File: src/flec_pkg.sv
// Constants shared by the flash lock-bit write and page/subsector erase logic
//
// Overview of operation
// RULE1 - Protection-bit write takes effect only when the write-arm latch is already set.
// RULE2 - Host sends opcode, three address bytes in the sector, then one data byte.
// RULE3 - Select must rise right after the data byte's eighth bit, else write dropped.
// RULE4 - Protection bits update at once; write-arm latch clears well inside deselect time.
// RULE5 - While any cycle runs, these three commands are refused and the cycle continues.
// RULE6 - Host data byte holds zeros in b7-b2, freeze in b1, guard in b0.
// RULE7 - Page erase sets the page to all ones; needs the write-arm latch set.
// RULE8 - Page erase is opcode plus three address bytes; any page address selects it.
// RULE9 - Select rising right after the last address bit starts the page erase.
// RULE10 - Busy reads one during an erase, zero after; latch cleared before completion.
// RULE11 - A page erase inside a hardware-protected area is not executed.
// RULE12 - Subsector erase sets the subsector to all ones; needs the write-arm latch set.
// RULE13 - Subsector erase is opcode plus three address bytes; any inside address selects it.
// RULE14 - Select rising right after the last address bit starts the subsector erase.
// RULE15 - Subsector erase refused if any page inside is hardware or software protected.
// RULE16 - Reset pin low aborts a running subsector erase and enters reset mode.
// RULE17 - Host waits the reset recovery time before selecting the device again.
// RULE18 - Address bits above the array size are ignored.
// RULE19 - Protection-bit write and subsector erase decode only in one process revision.
// RULE20 - Host keeps select low from the first opcode bit to the last bit.
// RULE21 - A set freeze bit blocks changes to that sector's bits until reset.
// RULE22 - A set guard bit blocks write, program and erase inside that sector.
// RULE23 - Command opcodes are settable values taken from the full instruction table.
`default_nettype none
package flec_pkg;
   localparam int CLK_PERIOD_NS = 100;
   localparam int PAGE_CLEAR_US = 10000;
   localparam int SUBSECT_CLEAR_US = 50000;
   localparam int DESELECT_MIN_NS = 200;
   localparam int PAGE_CLEAR_CYC = PAGE_CLEAR_US * 1000 / CLK_PERIOD_NS;
   localparam int SUBSECT_CLEAR_CYC = SUBSECT_CLEAR_US * 1000 / CLK_PERIOD_NS;
   localparam int DESELECT_CYC_RAW = DESELECT_MIN_NS / CLK_PERIOD_NS;
   localparam int DESELECT_CYC = (DESELECT_CYC_RAW < 1) ? 1 : DESELECT_CYC_RAW;
   localparam int PAGE_BITS = 8;
   localparam int SUBSECT_BITS = 12;
   localparam int SECTOR_BITS = 16;
   localparam logic [5:0] CNT_OPCODE = 6'h08;
   localparam logic [5:0] CNT_ERASE = 6'h20;
   localparam logic [5:0] CNT_LOCKW = 6'h28;
   localparam logic [5:0] CNT_MAX = 6'h3F;
   localparam logic [7:0] LOCK_RESET = 8'h00;
   localparam int LOCK_FREEZE_BIT = 1;
   localparam int LOCK_GUARD_BIT = 0;
   localparam int TIMER_W = 24;
endpackage
`default_nettype wire

File: src/flec_sync.sv
// Two-stage synchroniser for pins entering the mclk domain
`default_nettype none
module flec_sync #(
   parameter int W = 1,
   parameter logic [W-1:0] INIT = '0
) (
   input wire logic mclk,        // System clock
   input wire logic resetn,      // Async reset, active low
   input wire logic [W-1:0] d,   // Asynchronous inputs
   output logic [W-1:0] q        // Synchronised outputs
);
   logic [W-1:0] meta;

   always_ff @(posedge mclk or negedge resetn) begin
      if (!resetn) begin
         meta <= INIT;
         q <= INIT;
      end else begin
         meta <= d;
         q <= meta;
      end
   end
endmodule
`default_nettype wire

File: src/flec_timer.sv
// Self-timed cycle down-counter with abort
`default_nettype none
module flec_timer #(
   parameter int CW = 24
) (
   input wire logic mclk,          // System clock
   input wire logic resetn,        // Async reset, active low
   input wire logic start,         // Load length and run
   input wire logic [CW-1:0] len,  // Cycle length in clocks
   input wire logic abort,         // Stop at once
   output logic busy,              // Cycle running
   output logic done               // Pulse on normal completion
);
   logic [CW-1:0] cnt;

   always_ff @(posedge mclk or negedge resetn) begin
      if (!resetn) begin
         cnt <= '0;
      end else if (abort) begin
         cnt <= '0;
      end else if (start) begin
         cnt <= len;
      end else if (cnt != '0) begin
         cnt <= cnt - CW'(1);
      end
   end

   always_ff @(posedge mclk or negedge resetn) begin
      if (!resetn) begin
         done <= 1'b0;
      end else begin
         done <= (cnt == CW'(1)) && !abort && !start;
      end
   end

   assign busy = (cnt != '0);
endmodule
`default_nettype wire

File: src/flec_core.sv
// Serial command decoder for protection-bit write, page erase and subsector erase
`default_nettype none
module flec_core #(
   parameter int ADDR_BITS = 18,
   parameter bit NEW_PROC = 1'b1,
   parameter logic [7:0] OP_UNLOCK = 8'h06,
   parameter logic [7:0] OP_LOCKW = 8'hE5,
   parameter logic [7:0] OP_PAGE = 8'hDB,
   parameter logic [7:0] OP_SUBSECT = 8'h20,
   parameter int PAGE_CYCLES = flec_pkg::PAGE_CLEAR_CYC,
   parameter int SUBSECT_CYCLES = flec_pkg::SUBSECT_CLEAR_CYC
) (
   input wire logic mclk,                     // System clock, 10 MHz
   input wire logic resetn,                   // Async reset, active low
   input wire logic sel_n,                    // Pin: chip select, active low
   input wire logic sclk,                     // Pin: serial clock
   input wire logic sdi,                      // Pin: serial data in
   input wire logic rst_pin_n,                // Pin: device reset, active low
   input wire logic hw_guard,                 // Pin: hardware-protect top sector
   input wire logic other_busy,               // Program/write cycle elsewhere
   input wire logic [ADDR_BITS-17:0] lock_rd_sector, // Sector to read bits of
   output logic [7:0] lock_rd_data,           // Protection bits of that sector
   output logic busy_flag,                    // Any cycle in progress
   output logic write_arm_latch,              // Write-arm latch state
   output logic erase_start,                  // Pulse: erase launched
   output logic erase_kind,                   // 0 page, 1 subsector
   output logic [ADDR_BITS-1:0] erase_base,   // Aligned base of erased area
   output logic erase_done,                   // Pulse: erase finished
   output logic erase_abort                   // Pulse: erase cut by reset pin
);
   import flec_pkg::*;

   localparam int SW = ADDR_BITS - SECTOR_BITS;
   localparam int SN = 1 << SW;
   localparam logic [ADDR_BITS-1:0] PG_MASK = ADDR_BITS'((1 << PAGE_BITS) - 1);
   localparam logic [ADDR_BITS-1:0] SS_MASK = ADDR_BITS'((1 << SUBSECT_BITS) - 1);
   localparam int A_DESEL = DESELECT_CYC;

   logic s_sel_n;
   logic s_sclk;
   logic s_sdi;
   logic s_rst_n;
   logic s_guard;
   logic sclk_q;
   logic sel_q;
   logic sclk_rise;
   logic frame_start;
   logic frame_end;
   logic [5:0] bit_cnt;
   logic [7:0] opcode;
   logic [31:0] shreg;
   logic [SN-1:0] lock_frz;
   logic [SN-1:0] lock_grd;
   logic tmr_busy;
   logic tmr_done;
   logic cmd_live;
   logic unlock_go;
   logic lock_go;
   logic pe_go;
   logic ss_go;
   logic [ADDR_BITS-1:0] er_addr;
   logic [SW-1:0] er_sect;
   logic [SW-1:0] lw_sect;
   logic [7:0] lw_data;
   logic hw_hit;
   logic er_prot;
   logic [TIMER_W-1:0] next_len;

   flec_sync #(
      .W(5),
      .INIT(5'h12)
   ) u_sync (
      .mclk(mclk),
      .resetn(resetn),
      .d({sel_n, sclk, sdi, rst_pin_n, hw_guard}),
      .q({s_sel_n, s_sclk, s_sdi, s_rst_n, s_guard})
   );

   // Edge tracking on the synchronised pins
   always_ff @(posedge mclk or negedge resetn) begin
      if (!resetn) begin
         sclk_q <= 1'b0;
         sel_q <= 1'b1;
      end else begin
         sclk_q <= s_sclk;
         sel_q <= s_sel_n;
      end
   end

   assign sclk_rise = s_sclk && !sclk_q && !s_sel_n;
   assign frame_start = !s_sel_n && sel_q;
   assign frame_end = s_sel_n && !sel_q;

   // Bit counter and shift register; reset mode ignores the bus
   always_ff @(posedge mclk or negedge resetn) begin
      if (!resetn) begin
         bit_cnt <= 6'h00;
         opcode <= 8'h00;
         shreg <= 32'h0000_0000;
      end else if (!s_rst_n || frame_start) begin
         bit_cnt <= 6'h00;
      end else if (sclk_rise) begin
         if (bit_cnt != CNT_MAX) begin
            bit_cnt <= bit_cnt + 6'h01;
         end
         shreg <= {shreg[30:0], s_sdi};
         if (bit_cnt == CNT_OPCODE - 6'h01) begin
            opcode <= {shreg[6:0], s_sdi};
         end
      end
   end

   // RULE18 upper address bits dropped
   assign er_addr = shreg[ADDR_BITS-1:0];
   assign er_sect = er_addr[SECTOR_BITS +: SW];
   assign lw_sect = shreg[8 + SECTOR_BITS +: SW];
   assign lw_data = shreg[7:0];

   // RULE11 hardware-protected top sector
   assign hw_hit = s_guard && (er_sect == SW'(SN - 1));
   // RULE15 hardware or software protection
   assign er_prot = hw_hit || lock_grd[er_sect];

   assign busy_flag = tmr_busy || other_busy;
   assign cmd_live = frame_end && s_rst_n;

   // RULE23 opcodes set by parameters
   assign unlock_go = cmd_live && (opcode == OP_UNLOCK) && (bit_cnt == CNT_OPCODE);

   // RULE1 RULE3 RULE5 RULE19 lock write acceptance
   assign lock_go = cmd_live && NEW_PROC && (opcode == OP_LOCKW) &&
                    (bit_cnt == CNT_LOCKW) && write_arm_latch && !busy_flag;

   // RULE7 RULE9 RULE22 page erase acceptance
   assign pe_go = cmd_live && (opcode == OP_PAGE) && (bit_cnt == CNT_ERASE) &&
                  write_arm_latch && !busy_flag && !er_prot;

   // RULE12 RULE14 RULE19 subsector erase acceptance
   assign ss_go = cmd_live && NEW_PROC && (opcode == OP_SUBSECT) &&
                  (bit_cnt == CNT_ERASE) && write_arm_latch && !busy_flag && !er_prot;

   // RULE4 RULE10 write-arm latch
   always_ff @(posedge mclk or negedge resetn) begin
      if (!resetn) begin
         write_arm_latch <= 1'b0;
      end else if (!s_rst_n || lock_go || pe_go || ss_go) begin
         write_arm_latch <= 1'b0;
      end else if (unlock_go) begin
         write_arm_latch <= 1'b1;
      end
   end

   // Volatile protection bits per sector
   for (genvar i = 0; i < SN; i++) begin : g_lock
      // RULE21 RULE4 freeze gates update
      always_ff @(posedge mclk or negedge resetn) begin
         if (!resetn) begin
            lock_frz[i] <= LOCK_RESET[LOCK_FREEZE_BIT];
            lock_grd[i] <= LOCK_RESET[LOCK_GUARD_BIT];
         end else if (!s_rst_n) begin
            lock_frz[i] <= LOCK_RESET[LOCK_FREEZE_BIT];
            lock_grd[i] <= LOCK_RESET[LOCK_GUARD_BIT];
         end else if (lock_go && (lw_sect == SW'(i)) && !lock_frz[i]) begin
            lock_frz[i] <= lw_data[LOCK_FREEZE_BIT];
            lock_grd[i] <= lw_data[LOCK_GUARD_BIT];
         end
      end

      // RULE21 frozen bits hold
      a_freeze_holds: assert property (@(posedge mclk) disable iff (!resetn)
         (lock_frz[i] && s_rst_n) |=> (lock_frz[i] && $stable(lock_grd[i])))
         else $error("frozen sector protection bits changed");
   end

   always_ff @(posedge mclk or negedge resetn) begin
      if (!resetn) begin
         lock_rd_data <= LOCK_RESET;
      end else begin
         lock_rd_data <= {6'h00, lock_frz[lock_rd_sector], lock_grd[lock_rd_sector]};
      end
   end

   // RULE8 RULE13 launch with aligned base
   always_ff @(posedge mclk or negedge resetn) begin
      if (!resetn) begin
         erase_start <= 1'b0;
         erase_kind <= 1'b0;
         erase_base <= '0;
      end else begin
         erase_start <= pe_go || ss_go;
         if (pe_go) begin
            erase_kind <= 1'b0;
            erase_base <= er_addr & ~PG_MASK;
         end else if (ss_go) begin
            erase_kind <= 1'b1;
            erase_base <= er_addr & ~SS_MASK;
         end
      end
   end

   assign next_len = pe_go ? TIMER_W'(PAGE_CYCLES) : TIMER_W'(SUBSECT_CYCLES);

   flec_timer #(
      .CW(TIMER_W)
   ) u_timer (
      .mclk(mclk),
      .resetn(resetn),
      .start(pe_go || ss_go),
      .len(next_len),
      .abort(!s_rst_n),
      .busy(tmr_busy),
      .done(tmr_done)
   );

   assign erase_done = tmr_done;

   // RULE16 abort on reset pin
   always_ff @(posedge mclk or negedge resetn) begin
      if (!resetn) begin
         erase_abort <= 1'b0;
      end else begin
         erase_abort <= !s_rst_n && tmr_busy;
      end
   end

   a_lock_needs_arm: assert property (@(posedge mclk) disable iff (!resetn) // RULE1
      (frame_end && !write_arm_latch && s_rst_n) |=> ($stable(lock_frz) && $stable(lock_grd)))
      else $error("protection bits changed without write-arm latch");

   a_lock_frame_len: assert property (@(posedge mclk) disable iff (!resetn) // RULE3
      (cmd_live && (opcode == OP_LOCKW) && (bit_cnt != CNT_LOCKW))
      |=> ($stable(lock_frz) && $stable(lock_grd)))
      else $error("misframed protection write was applied");

   a_arm_clears: assert property (@(posedge mclk) disable iff (!resetn) // RULE4
      lock_go |-> ##[1:A_DESEL] !write_arm_latch)
      else $error("write-arm latch not cleared after protection write");

   a_busy_rejects: assert property (@(posedge mclk) disable iff (!resetn) // RULE5
      (frame_end && busy_flag) |=> (!erase_start && $stable(lock_frz)))
      else $error("command accepted while busy");

   a_page_start: assert property (@(posedge mclk) disable iff (!resetn) // RULE9
      pe_go |=> (erase_start && !erase_kind && busy_flag && !write_arm_latch &&
                 (erase_base[PAGE_BITS-1:0] == '0)))
      else $error("page erase did not start correctly");

   a_erase_frame: assert property (@(posedge mclk) disable iff (!resetn) // RULE14
      erase_start |-> $past(bit_cnt == CNT_ERASE, 1))
      else $error("erase started from a misframed command");

   a_busy_holds: assert property (@(posedge mclk) disable iff (!resetn) // RULE10
      (erase_start ##1 s_rst_n[*4]) |-> busy_flag)
      else $error("busy flag dropped early in erase");

   a_done_idle: assert property (@(posedge mclk) disable iff (!resetn) // RULE10
      erase_done |-> (!tmr_busy && $past(tmr_busy, 1)))
      else $error("busy state wrong at erase completion");

   a_ss_guarded: assert property (@(posedge mclk) disable iff (!resetn) // RULE15
      erase_start |-> (!lock_grd[erase_base[SECTOR_BITS +: SW]] &&
                       (NEW_PROC || !erase_kind) &&
                       !($past(s_guard) && (erase_base[SECTOR_BITS +: SW] == SW'(SN - 1)))))
      else $error("erase launched on protected area");

   a_reset_aborts: assert property (@(posedge mclk) disable iff (!resetn) // RULE16
      (!s_rst_n && tmr_busy) |=> (erase_abort && !tmr_busy && !write_arm_latch))
      else $error("reset pin did not abort erase");

   a_start_unarmed: assert property (@(posedge mclk) disable iff (!resetn) // RULE10
      erase_start |-> (!write_arm_latch && tmr_busy))
      else $error("erase started with latch set or timer idle");

   a_start_pulse: assert property (@(posedge mclk) disable iff (!resetn) // RULE9
      erase_start |=> !erase_start)
      else $error("erase start pulse longer than one cycle");

   a_start_after_end: assert property (@(posedge mclk) disable iff (!resetn) // RULE9
      erase_start |-> $past(frame_end, 1))
      else $error("erase started without select rising");

   a_done_pulse: assert property (@(posedge mclk) disable iff (!resetn) // RULE10
      erase_done |=> !erase_done)
      else $error("erase done pulse longer than one cycle");

   a_abort_pulse: assert property (@(posedge mclk) disable iff (!resetn) // RULE16
      erase_abort |=> !erase_abort)
      else $error("erase abort pulse longer than one cycle");

   a_unlock_arms: assert property (@(posedge mclk) disable iff (!resetn) // RULE1
      unlock_go |=> write_arm_latch)
      else $error("write-unlock did not set the latch");

   a_refused_keeps: assert property (@(posedge mclk) disable iff (!resetn) // RULE11
      (cmd_live && write_arm_latch && !lock_go && !pe_go && !ss_go) |=> write_arm_latch)
      else $error("refused command cleared the latch");

   a_lock_applies: assert property (@(posedge mclk) disable iff (!resetn) // RULE4
      (lock_go && !lock_frz[lw_sect]) |=>
      ((lock_frz[$past(lw_sect)] == $past(lw_data[LOCK_FREEZE_BIT])) &&
       (lock_grd[$past(lw_sect)] == $past(lw_data[LOCK_GUARD_BIT]))))
      else $error("protection write not applied at once");

   a_ss_align: assert property (@(posedge mclk) disable iff (!resetn) // RULE13
      (erase_start && erase_kind) |-> (erase_base[SUBSECT_BITS-1:0] == '0))
      else $error("subsector base not aligned");

   a_pin_reset_clears: assert property (@(posedge mclk) disable iff (!resetn) // RULE16
      !s_rst_n |=> ((bit_cnt == 6'h00) && !write_arm_latch && (lock_frz == '0) &&
                    (lock_grd == '0)))
      else $error("reset pin did not clear command state");

   a_guard_blocks_page: assert property (@(posedge mclk) disable iff (!resetn) // RULE22
      (cmd_live && (opcode == OP_PAGE) && lock_grd[er_sect]) |=> !erase_start)
      else $error("page erase ran in a guarded sector");

   a_hw_blocks_page: assert property (@(posedge mclk) disable iff (!resetn) // RULE11
      (cmd_live && (opcode == OP_PAGE) && hw_hit) |=> !erase_start)
      else $error("page erase ran in the hardware-protected sector");
endmodule
`default_nettype wire

File: config.mk
export PLATFORM = sky130hd
export DESIGN_NAME = flec_core
export DESIGN_NICKNAME = d
export VERILOG_FILES = /design/src/flec_pkg.sv /design/src/flec_sync.sv /design/src/flec_timer.sv /design/src/flec_core.sv
export SDC_FILE = /design/constraint.sdc
export NUM_CORES = 1
export LEC_CHECK = 0
export BUFFER_PORTS_ARGS = -buffer_cell sky130_fd_sc_hd__buf_2
export CORE_MARGIN = 2
export CORE_UTILIZATION = 50
export CTS_CLUSTER_SIZE = 10
export DETAILED_ROUTE_END_ITERATION = 10
export GPL_TIMING_DRIVEN = 0
export HOLD_SLACK_MARGIN = 0.05
export PLACE_DENSITY = 0.73
export SYNTH_ARGS = -nofsm -noshare
export SYNTH_HDL_FRONTEND = slang
export SYNTH_HIERARCHICAL = 1
export SYNTH_SLANG_ARGS = --single-unit
File: constraint.sdc
create_clock -name mclk -period 5.52 [get_ports mclk]
set_input_delay 0.828 -clock mclk [delete_from_list [all_inputs] [get_ports mclk]]
set_output_delay 0.828 -clock mclk [all_outputs]
set_load 0.01 [all_outputs]
==> results.md, run 1 <==
- Status: completed
- Initial Utilization: 51.3%
- Power Density: 235 mW/mm2
- Placeable Area: 0.00977 mm2
- DP HPWL: 6.56 mm
- CTS tree: yes
- Unrepaired setup endpoints after global routing: no
- Worst-margin pin slew: 852 ps
- Max Clk Rate: 0.203 GHz
- Setup violations, final: 0
- Post-synth top flop: dfrtp_1
- Hold depth: 0
- Max_cap viols: 0
- Post-CTS Hold Buffers: 0
- Crit Path Class: flip-flop to flip-flop
- Cell-internal power: 1.04 mW
- Net Sw Power: 0.294 mW
- CTS resizes: 0
- Later-pin clock latency in the skew report: 370 ps
- CP arrival: 5240 ps
- Largest net degree at the start of global routing: 74
- Root Buffer: clkbuf_8
- Leakage: 2.87 nW
- Total track usage: 18.4%
- Synth area leaders: dfrtp_1, mux2_4, mux2_2, dfstp_2, buf_4
- Setup TNS: 0 ps
- Combinational group share of total power: 4.0%
- Die width: 104 um
- Routed wire length: 9.25 mm
- Mux cell area share after synthesis: 11.8%
- Post-DR vias/cell: 5.29
- Largest family of logic cells by synthesized area: simple AND/OR/NAND/NOR gates
- Avg Inst Size Synth: 11.7 um2
- Via Count: 3,347
- Final worst slack: 590 ps
- Number of DRC markers in iteration 0: 202
- Reg2Reg Depth: 12
- Crit end category: flip-flop
- Register share of total power: 57.1%
- CP peak stage delay: 730 ps
- Compound-cell area share of the yosys netlist: 10.0%
- Synth top area share: 47.9%
- Initial DRT Pass Iterations: 4
- Max-slew headroom: 43.1%
- Tcrit/Tclk final: 89.3%
- Critical path fanouts, max: 10
- Setup bufs post-CTS: 0
- IO buf count: 27
- Number of global-route vias before repair: 3,300
- Tmin final: 4930 ps
- Ant. Diodes: 0
- Clock Power Share: 38.8%
- Fraction of layout cells with a size suffix above 1: 28.2%
- Final #Nets: 511
- Global-route wire length before repair: 15.8 mm
- EDFF count, synth: 0
- Die area: 0.0109 mm2
- Synth async-reset ratio: 100%
- Cells after Synth: 428
- Clock skew: 12.6 ps
- XOR/XNOR Fraction of Synth Area: 3.14%
- Area delta synth->final: 13.3%
- Ports: 42
- Post-Synth Adder-Cell Area: 1.25%
- Fin. max-slew vios: 0
- Clk sink count: 101
- Place WS: 597 ps
- Data required, critical path: 5830 ps
- RD Place Congestion: 0.832
- Post-Synth Simple-Gate Area: 17.1%
- WL per Instance: 14.6 um
- Post-route DRC: 0
- Peak supply drop: 0.136 mV
- Sequential fraction of the synthesis area: 50.5%
- Synth Cell Area: 0.00502 mm2
- Total gr overflow: 0
- Setup crit start kind: flip-flop
- Yosys cell types: 68
- H-tree depth: 3
- Yosys reg bits: 101
- Syn. warnings: 6
- Crit-path cells: nor4_4, nand3_1, or2_2, or3b_1, nor4b_2, nor2_1, nor4b_2, nor2b_1, clkbuf_1, clkbuf_1, nand2_1, o21ai_1
- CTS max path bufs: 2
- Remaining antenna violation count after routing: 0
- Hold Violations, Final: 0
- Initial antenna violation count: 0
- # rows: 36
- Reg clk slew, reported paths: 100 ps
- Hold WC Path Type: flip-flop to flip-flop
- Die outline height: 104 um
- Num CTS Buffers: 9
- Slowest CP cell: nor4b_2
- Leading area contributor after synthesis: dfrtp_1
- Switch share: 22.0%
==> synth_stat cells (all sizes together), types with 3 or more instances <==
cell / instances
a21oi: 9
a22oi: 6
a31o: 4
a31oi: 6
buf: 24
clkbuf: 8
dfrtp: 96
dfstp: 5
ha: 5
inv: 20
mux2: 40
nand2: 32
nand3: 8
nand4: 13
nand4b: 4
nor2: 26
nor3: 5
nor3b: 6
nor4: 9
nor4b: 5
o211ai: 4
o21ai: 26
o31a: 8
o41ai: 3
or3b: 3
or4: 4
xnor2: 7
xor2: 11
==> state kept, by name, indices dropped and copies added, names as in the netlist, 4 cells and up <==
name,flops
u_sync/q,5
lock_frz,4
u_timer/cnt,24
shreg,26
bit_cnt,6
opcode,8
erase_base,10
u_sync/meta,5
lock_grd,4
==> metal layers <==
| metal | wire length (um) | share of wire (%) | GRT usage [%] | vias up |
|---|---|---|---|---|
| li1 | - | - | - | 1631 |
| met5 | 0 | 0 | 0 | - |
| met3 | 312 | 3.4 | 5.51 | 7 |
| met2 | 4420 | 48 | 28.7 | 54 |
| met1 | 4390 | 47 | 24.9 | 1655 |
| met4 | 125 | 1.4 | 5.41 | 0 |
==> kinds of logic (layout without fill, tap and decap cells) <==
family | Yosys count | count (layout)
AO/OA/AOI/OAI | 74 | 74
XOR/XNOR | 18 | 18
adder cells (fa/ha/maj) | 5 | 5
buffers and inverters | 52 | 95
flip-flops | 101 | 101
multiplexers | 44 | 44
other | 2 | 31
AND/OR/NAND/NOR | 132 | 132
==> cell usage in the layout, fill, tap and decap left out, types with 7 or more instances in the layout <==
master	count
clkbuf_8	10
o21ai_0	16
nand2_1	32
conb_1	31
mux2_2	20
o21ai_1	10
nor2_1	25
xnor2_1	7
mux2_4	20
buf_4	17
dfrtp_1	96
nand4_1	12
xor2_1	11
inv_1	20
a21oi_1	9
o31a_1	8
buf_2	31
clkbuf_1	8
==> power groups by stage <==
stage | Sequential, mW | Combinational [mW] | Clock [mW]
final | 0.762 | 0.0538 | 0.518
after global routing | 0.765 | 0.0616 | 0.568
after CTS | 0.762 | 0.0549 | 0.538
after detailed placement | 0.777 | 0.0548 | 0
after global placement | 0.776 | 0.0510 | 0
after floorplan | 0.773 | 0.0304 | 0
==> critical path, delay by kind of cell (launching register included) <==
family                 cells  cell delay (ps)
and+or+nand+nor            9             3490
DFF                        1              440
AOI/OAI and AO/OA          1               80
buffers and inverters      2              840
==> final cells by class <==
class	instances	area, um2
fill	809	4090
sequential	101	2530
multi-input combinational	304	2300
buffer	32	226
tap	133	166
timing repair buffer	28	165
clock buffer	10	138
clock inverter	5	85.1
inverter	20	75.1
==> final timing paths <==
path	start	to	slack, ps
max	u_timer/cnt[10]	u_timer/cnt[5]	590
min	u_sync/meta[2]	u_sync/q[2]	360
max reg2reg	u_timer/cnt[10]	u_timer/cnt[5]	590
min reg2reg	u_sync/meta[2]	u_sync/q[2]	360
max in group asynchronous	resetn	u_sync/q[4]	4420
min in group asynchronous	resetn	lock_frz[0]	370
==> through the flow <==
step | cells | instance area (um2) | utilization [%] | hold slack [ps] | power (mW)
6_report | 633 | 5690 | 58.2 | 361 | 1.33
5_1_grt | 633 | 5690 | 58.2 | 369 | 1.39
4_1_cts | 633 | 5690 | 58.2 | 363 | 1.36
3_5_place_dp | 618 | 5460 | 55.9 | 344 | 0.832
3_3_place_gp | 617 | 5430 | 55.5 | 332 | 0.827
2_1_floorplan | 457 | 5130 | - | 331 | 0.804
Power figures use the tool's default switching activity.
==> inputs of run 2 (changes only) <==
--- a/config.mk
+++ b/config.mk
@@ -7,12 +7,13 @@
 export LEC_CHECK = 0
 export BUFFER_PORTS_ARGS = -buffer_cell sky130_fd_sc_hd__buf_2
 export CORE_MARGIN = 2
-export CORE_UTILIZATION = 50
+export CORE_UTILIZATION = 60
 export CTS_CLUSTER_SIZE = 10
 export DETAILED_ROUTE_END_ITERATION = 10
 export GPL_TIMING_DRIVEN = 0
 export HOLD_SLACK_MARGIN = 0.05
-export PLACE_DENSITY = 0.73
+export PLACE_DENSITY = 0.84
+export REMOVE_ABC_BUFFERS = 1
 export SYNTH_ARGS = -nofsm -noshare
 export SYNTH_HDL_FRONTEND = slang
 export SYNTH_HIERARCHICAL = 1
==> run 2 against run 1 <==
  * Final cell count decreased by 9.3%
  * Sequential cell count unchanged
  * Setup slack got worse by 130 ps
  * Total power decreased by 5.4%
  * Utilization increased by 8.0 points
  * Count of clock-buffer cells in the layout unchanged
  * Critical endpoint is now u_timer/cnt[18]
  * Clock skew increased by 3.1 ps
  * Clock power decreased by 12%
  * Worst hold slack got worse by 4.4 ps
  * Non-clock buffer count decreased by 32
  * Sequential power about the same
==> results.md, run 2 (synthesis results as in run 1) <==
- Hold WC Path Type: flip-flop to flip-flop (unchanged)
- Clock skew: 15.7 ps (was 12.6 ps)
- Hold Violations, Final: 0 (unchanged)
- IO buf count: 27 (unchanged)
- Tcrit/Tclk final: 91.6% (was 89.3%)
- Max_cap viols: 0 (unchanged)
- Biggest register: shreg (unchanged)
- Area delta synth->final: 7.76% (was 13.3%)
- Critical path fanouts, max: 21 (was 10)
- Post-DR vias/cell: 5.86 (was 5.29)
- Peak supply drop: 0.202 mV (was 0.136 mV)
- Root Buffer: clkbuf_8 (unchanged)
- CP arrival: 5340 ps (was 5240 ps)
- Later-pin clock latency in the skew report: 380 ps (was 370 ps)
- Min Hold Slack: 356 ps (was 361 ps)
- Die width: 95.4 um (was 104 um)
- Routed wire length: 9.18 mm (was 9.25 mm)
- Power Density: 234 mW/mm2 (was 235 mW/mm2)
- Total gr overflow: 0 (unchanged)
- Placeable Area: 0.00818 mm2 (was 0.00977 mm2)
- Reg clk slew, reported paths: 100 ps (about the same)
- Clk sink count: 101 (unchanged)
- DP HPWL: 6.26 mm (was 6.56 mm)
- CTS max path bufs: 2 (unchanged)
- Setup violations, final: 0 (unchanged)
- Leakage: 2.72 nW (was 2.87 nW)
- Initial DRT Pass Iterations: 4 (unchanged)
- Die area: 0.00911 mm2 (was 0.0109 mm2)
- Power Total: 1.26 mW (was 1.33 mW)
- Largest regs: shreg x26, u_timer/cnt x24, erase_base x10 (unchanged)
- Max reg flops: 26 (unchanged)
- Max-slew headroom: 31.9% (was 43.1%)
- Num CTS Buffers: 9 (unchanged)
- Fin. max-slew vios: 0 (unchanged)
- Max Clk Rate: 0.198 GHz (was 0.203 GHz)
- Tmin final: 5060 ps (was 4930 ps)
- Initial Utilization: 61.4% (was 51.3%)
- CTS tree: yes (unchanged)
- Total track usage: 22.8% (was 18.4%)
- Worst-margin pin slew: 1010 ps (was 852 ps)
- RD Place Congestion: 0.803 (was 0.832)
- Post-route DRC: 0 (unchanged)
- Crit Path Class: flip-flop to flip-flop (unchanged)
- # rows: 33 (was 36)
- Die outline height: 95.4 um (was 104 um)
- Post-CTS Hold Buffers: 0 (unchanged)
- Ant. Diodes: 0 (unchanged)
- Fraction of layout cells with a size suffix above 1: 25.8% (was 28.2%)
- Most frequent cells in the layout: dfrtp_1, nand2_1, conb_1 (was dfrtp_1, nand2_1, buf_2, conb_1, nor2_1)
- Commonest non-fill, non-tap cell in the layout: dfrtp_1 (unchanged)
- Ports: 42 (unchanged)
- Final worst slack: 465 ps (was 590 ps)
- Via Count: 3,366 (was 3,347)
- Largest net degree at the start of global routing: 69 (was 74)
- Global-route wire length before repair: 16.0 mm (was 15.8 mm)
- Final #Nets: 479 (was 511)
- Data required, critical path: 5810 ps (was 5830 ps)
- Number of DRC markers in iteration 0: 169 (was 202)
- Number of global-route vias before repair: 3,439 (was 3,300)
- Initial antenna violation count: 0 (unchanged)
- Status: completed (unchanged)
- Crit end category: flip-flop (unchanged)
- Place WS: 160 ps (was 597 ps)
- Remaining antenna violation count after routing: 0 (unchanged)
- Unrepaired setup endpoints after global routing: no (unchanged)
- H-tree depth: 3 (unchanged)
- Setup crit start kind: flip-flop (unchanged)
- WL per Instance: 16.0 um (was 14.6 um)
run 2: cell count changes in the layout (fill, tap and decap cells not counted), sizes merged:
cell      previous run  this run
clkinv               2         1
clkinvlp             1         0
buf                 52        28
clkbuf              18        10
inv                 20        25
bufinv               2         0
run 2: worst paths after layout:
kind | startpoint | end | slack (ps) | cells after the start
hold reg to reg | u_sync/meta[3] | u_sync/q[3] | 360 | 0
setup / recovery | u_timer/cnt[6] | u_timer/cnt[18] | 460 | 11
hold / removal | u_sync/meta[3] | u_sync/q[3] | 360 | 0
min in group asynchronous | resetn | shreg[3] | 370 | 1
setup reg to reg | u_timer/cnt[6] | u_timer/cnt[18] | 460 | 11
max in group asynchronous | resetn | u_timer/cnt[10] | 4470 | 2
run 2: layer usage:
metal / GRT usage, % / vias to the layer above / share of wire (%)
met5: 0 / - / 0
met4: 11.0 / 0 / 2.0
met3: 3.08 / 15 / 3.5
met2: 37.1 / 73 / 50
met1: 30.3 / 1700 / 44
li1: - / 1578 / -
run 2: what timing repair did:
| item | CTS | global route |
|---|---|---|
| buffers inserted | 0 | 0 |
| gates resized for setup | 0 | 1 |
| endpoints found under the setup margin | 0 | 10 |
| hold endpoints to repair | 0 | 0 |
run 2: critical path, cell delays in order, from the launching register on:
cell,delay [ps]
dfrtp_1,440
nor4_4,700
nand3_1,290
or2_2,390
or3b_1,480
nor3_2,540
nor2_1,120
nor4b_2,610
nor2b_2,860
nand2_1,210
o41ai_2,90
a2bb2oi_1,210
run 2: cell type report:
type	instances	area, um2
tap	105	131
multi-input combinational	304	2310
clock buffer	10	128
fill	615	2770
timing repair buffer	28	165
inverter	20	75.1
clock inverter	6	62.6
sequential	101	2530
run 2: stage by stage:
step / instances / cell area (um2) / utilization, % / TNS [ps]
detailed placement: 558 / 5210 / 63.7 / 0
floorplan: 425 / 4900 / - / 0
finish: 574 / 5410 / 66.1 / 0
CTS: 574 / 5400 / 66.0 / 0
global route: 574 / 5410 / 66.1 / 0
global placement: 557 / 5170 / 63.2 / -111
run 2: power breakdown:
group	internal [mW]	leakage, nW	switching [mW]
Clock	0.178	0.0970	0.277
Sequential	0.752	1.35	0.0115
Combinational	0.0147	1.27	0.0296
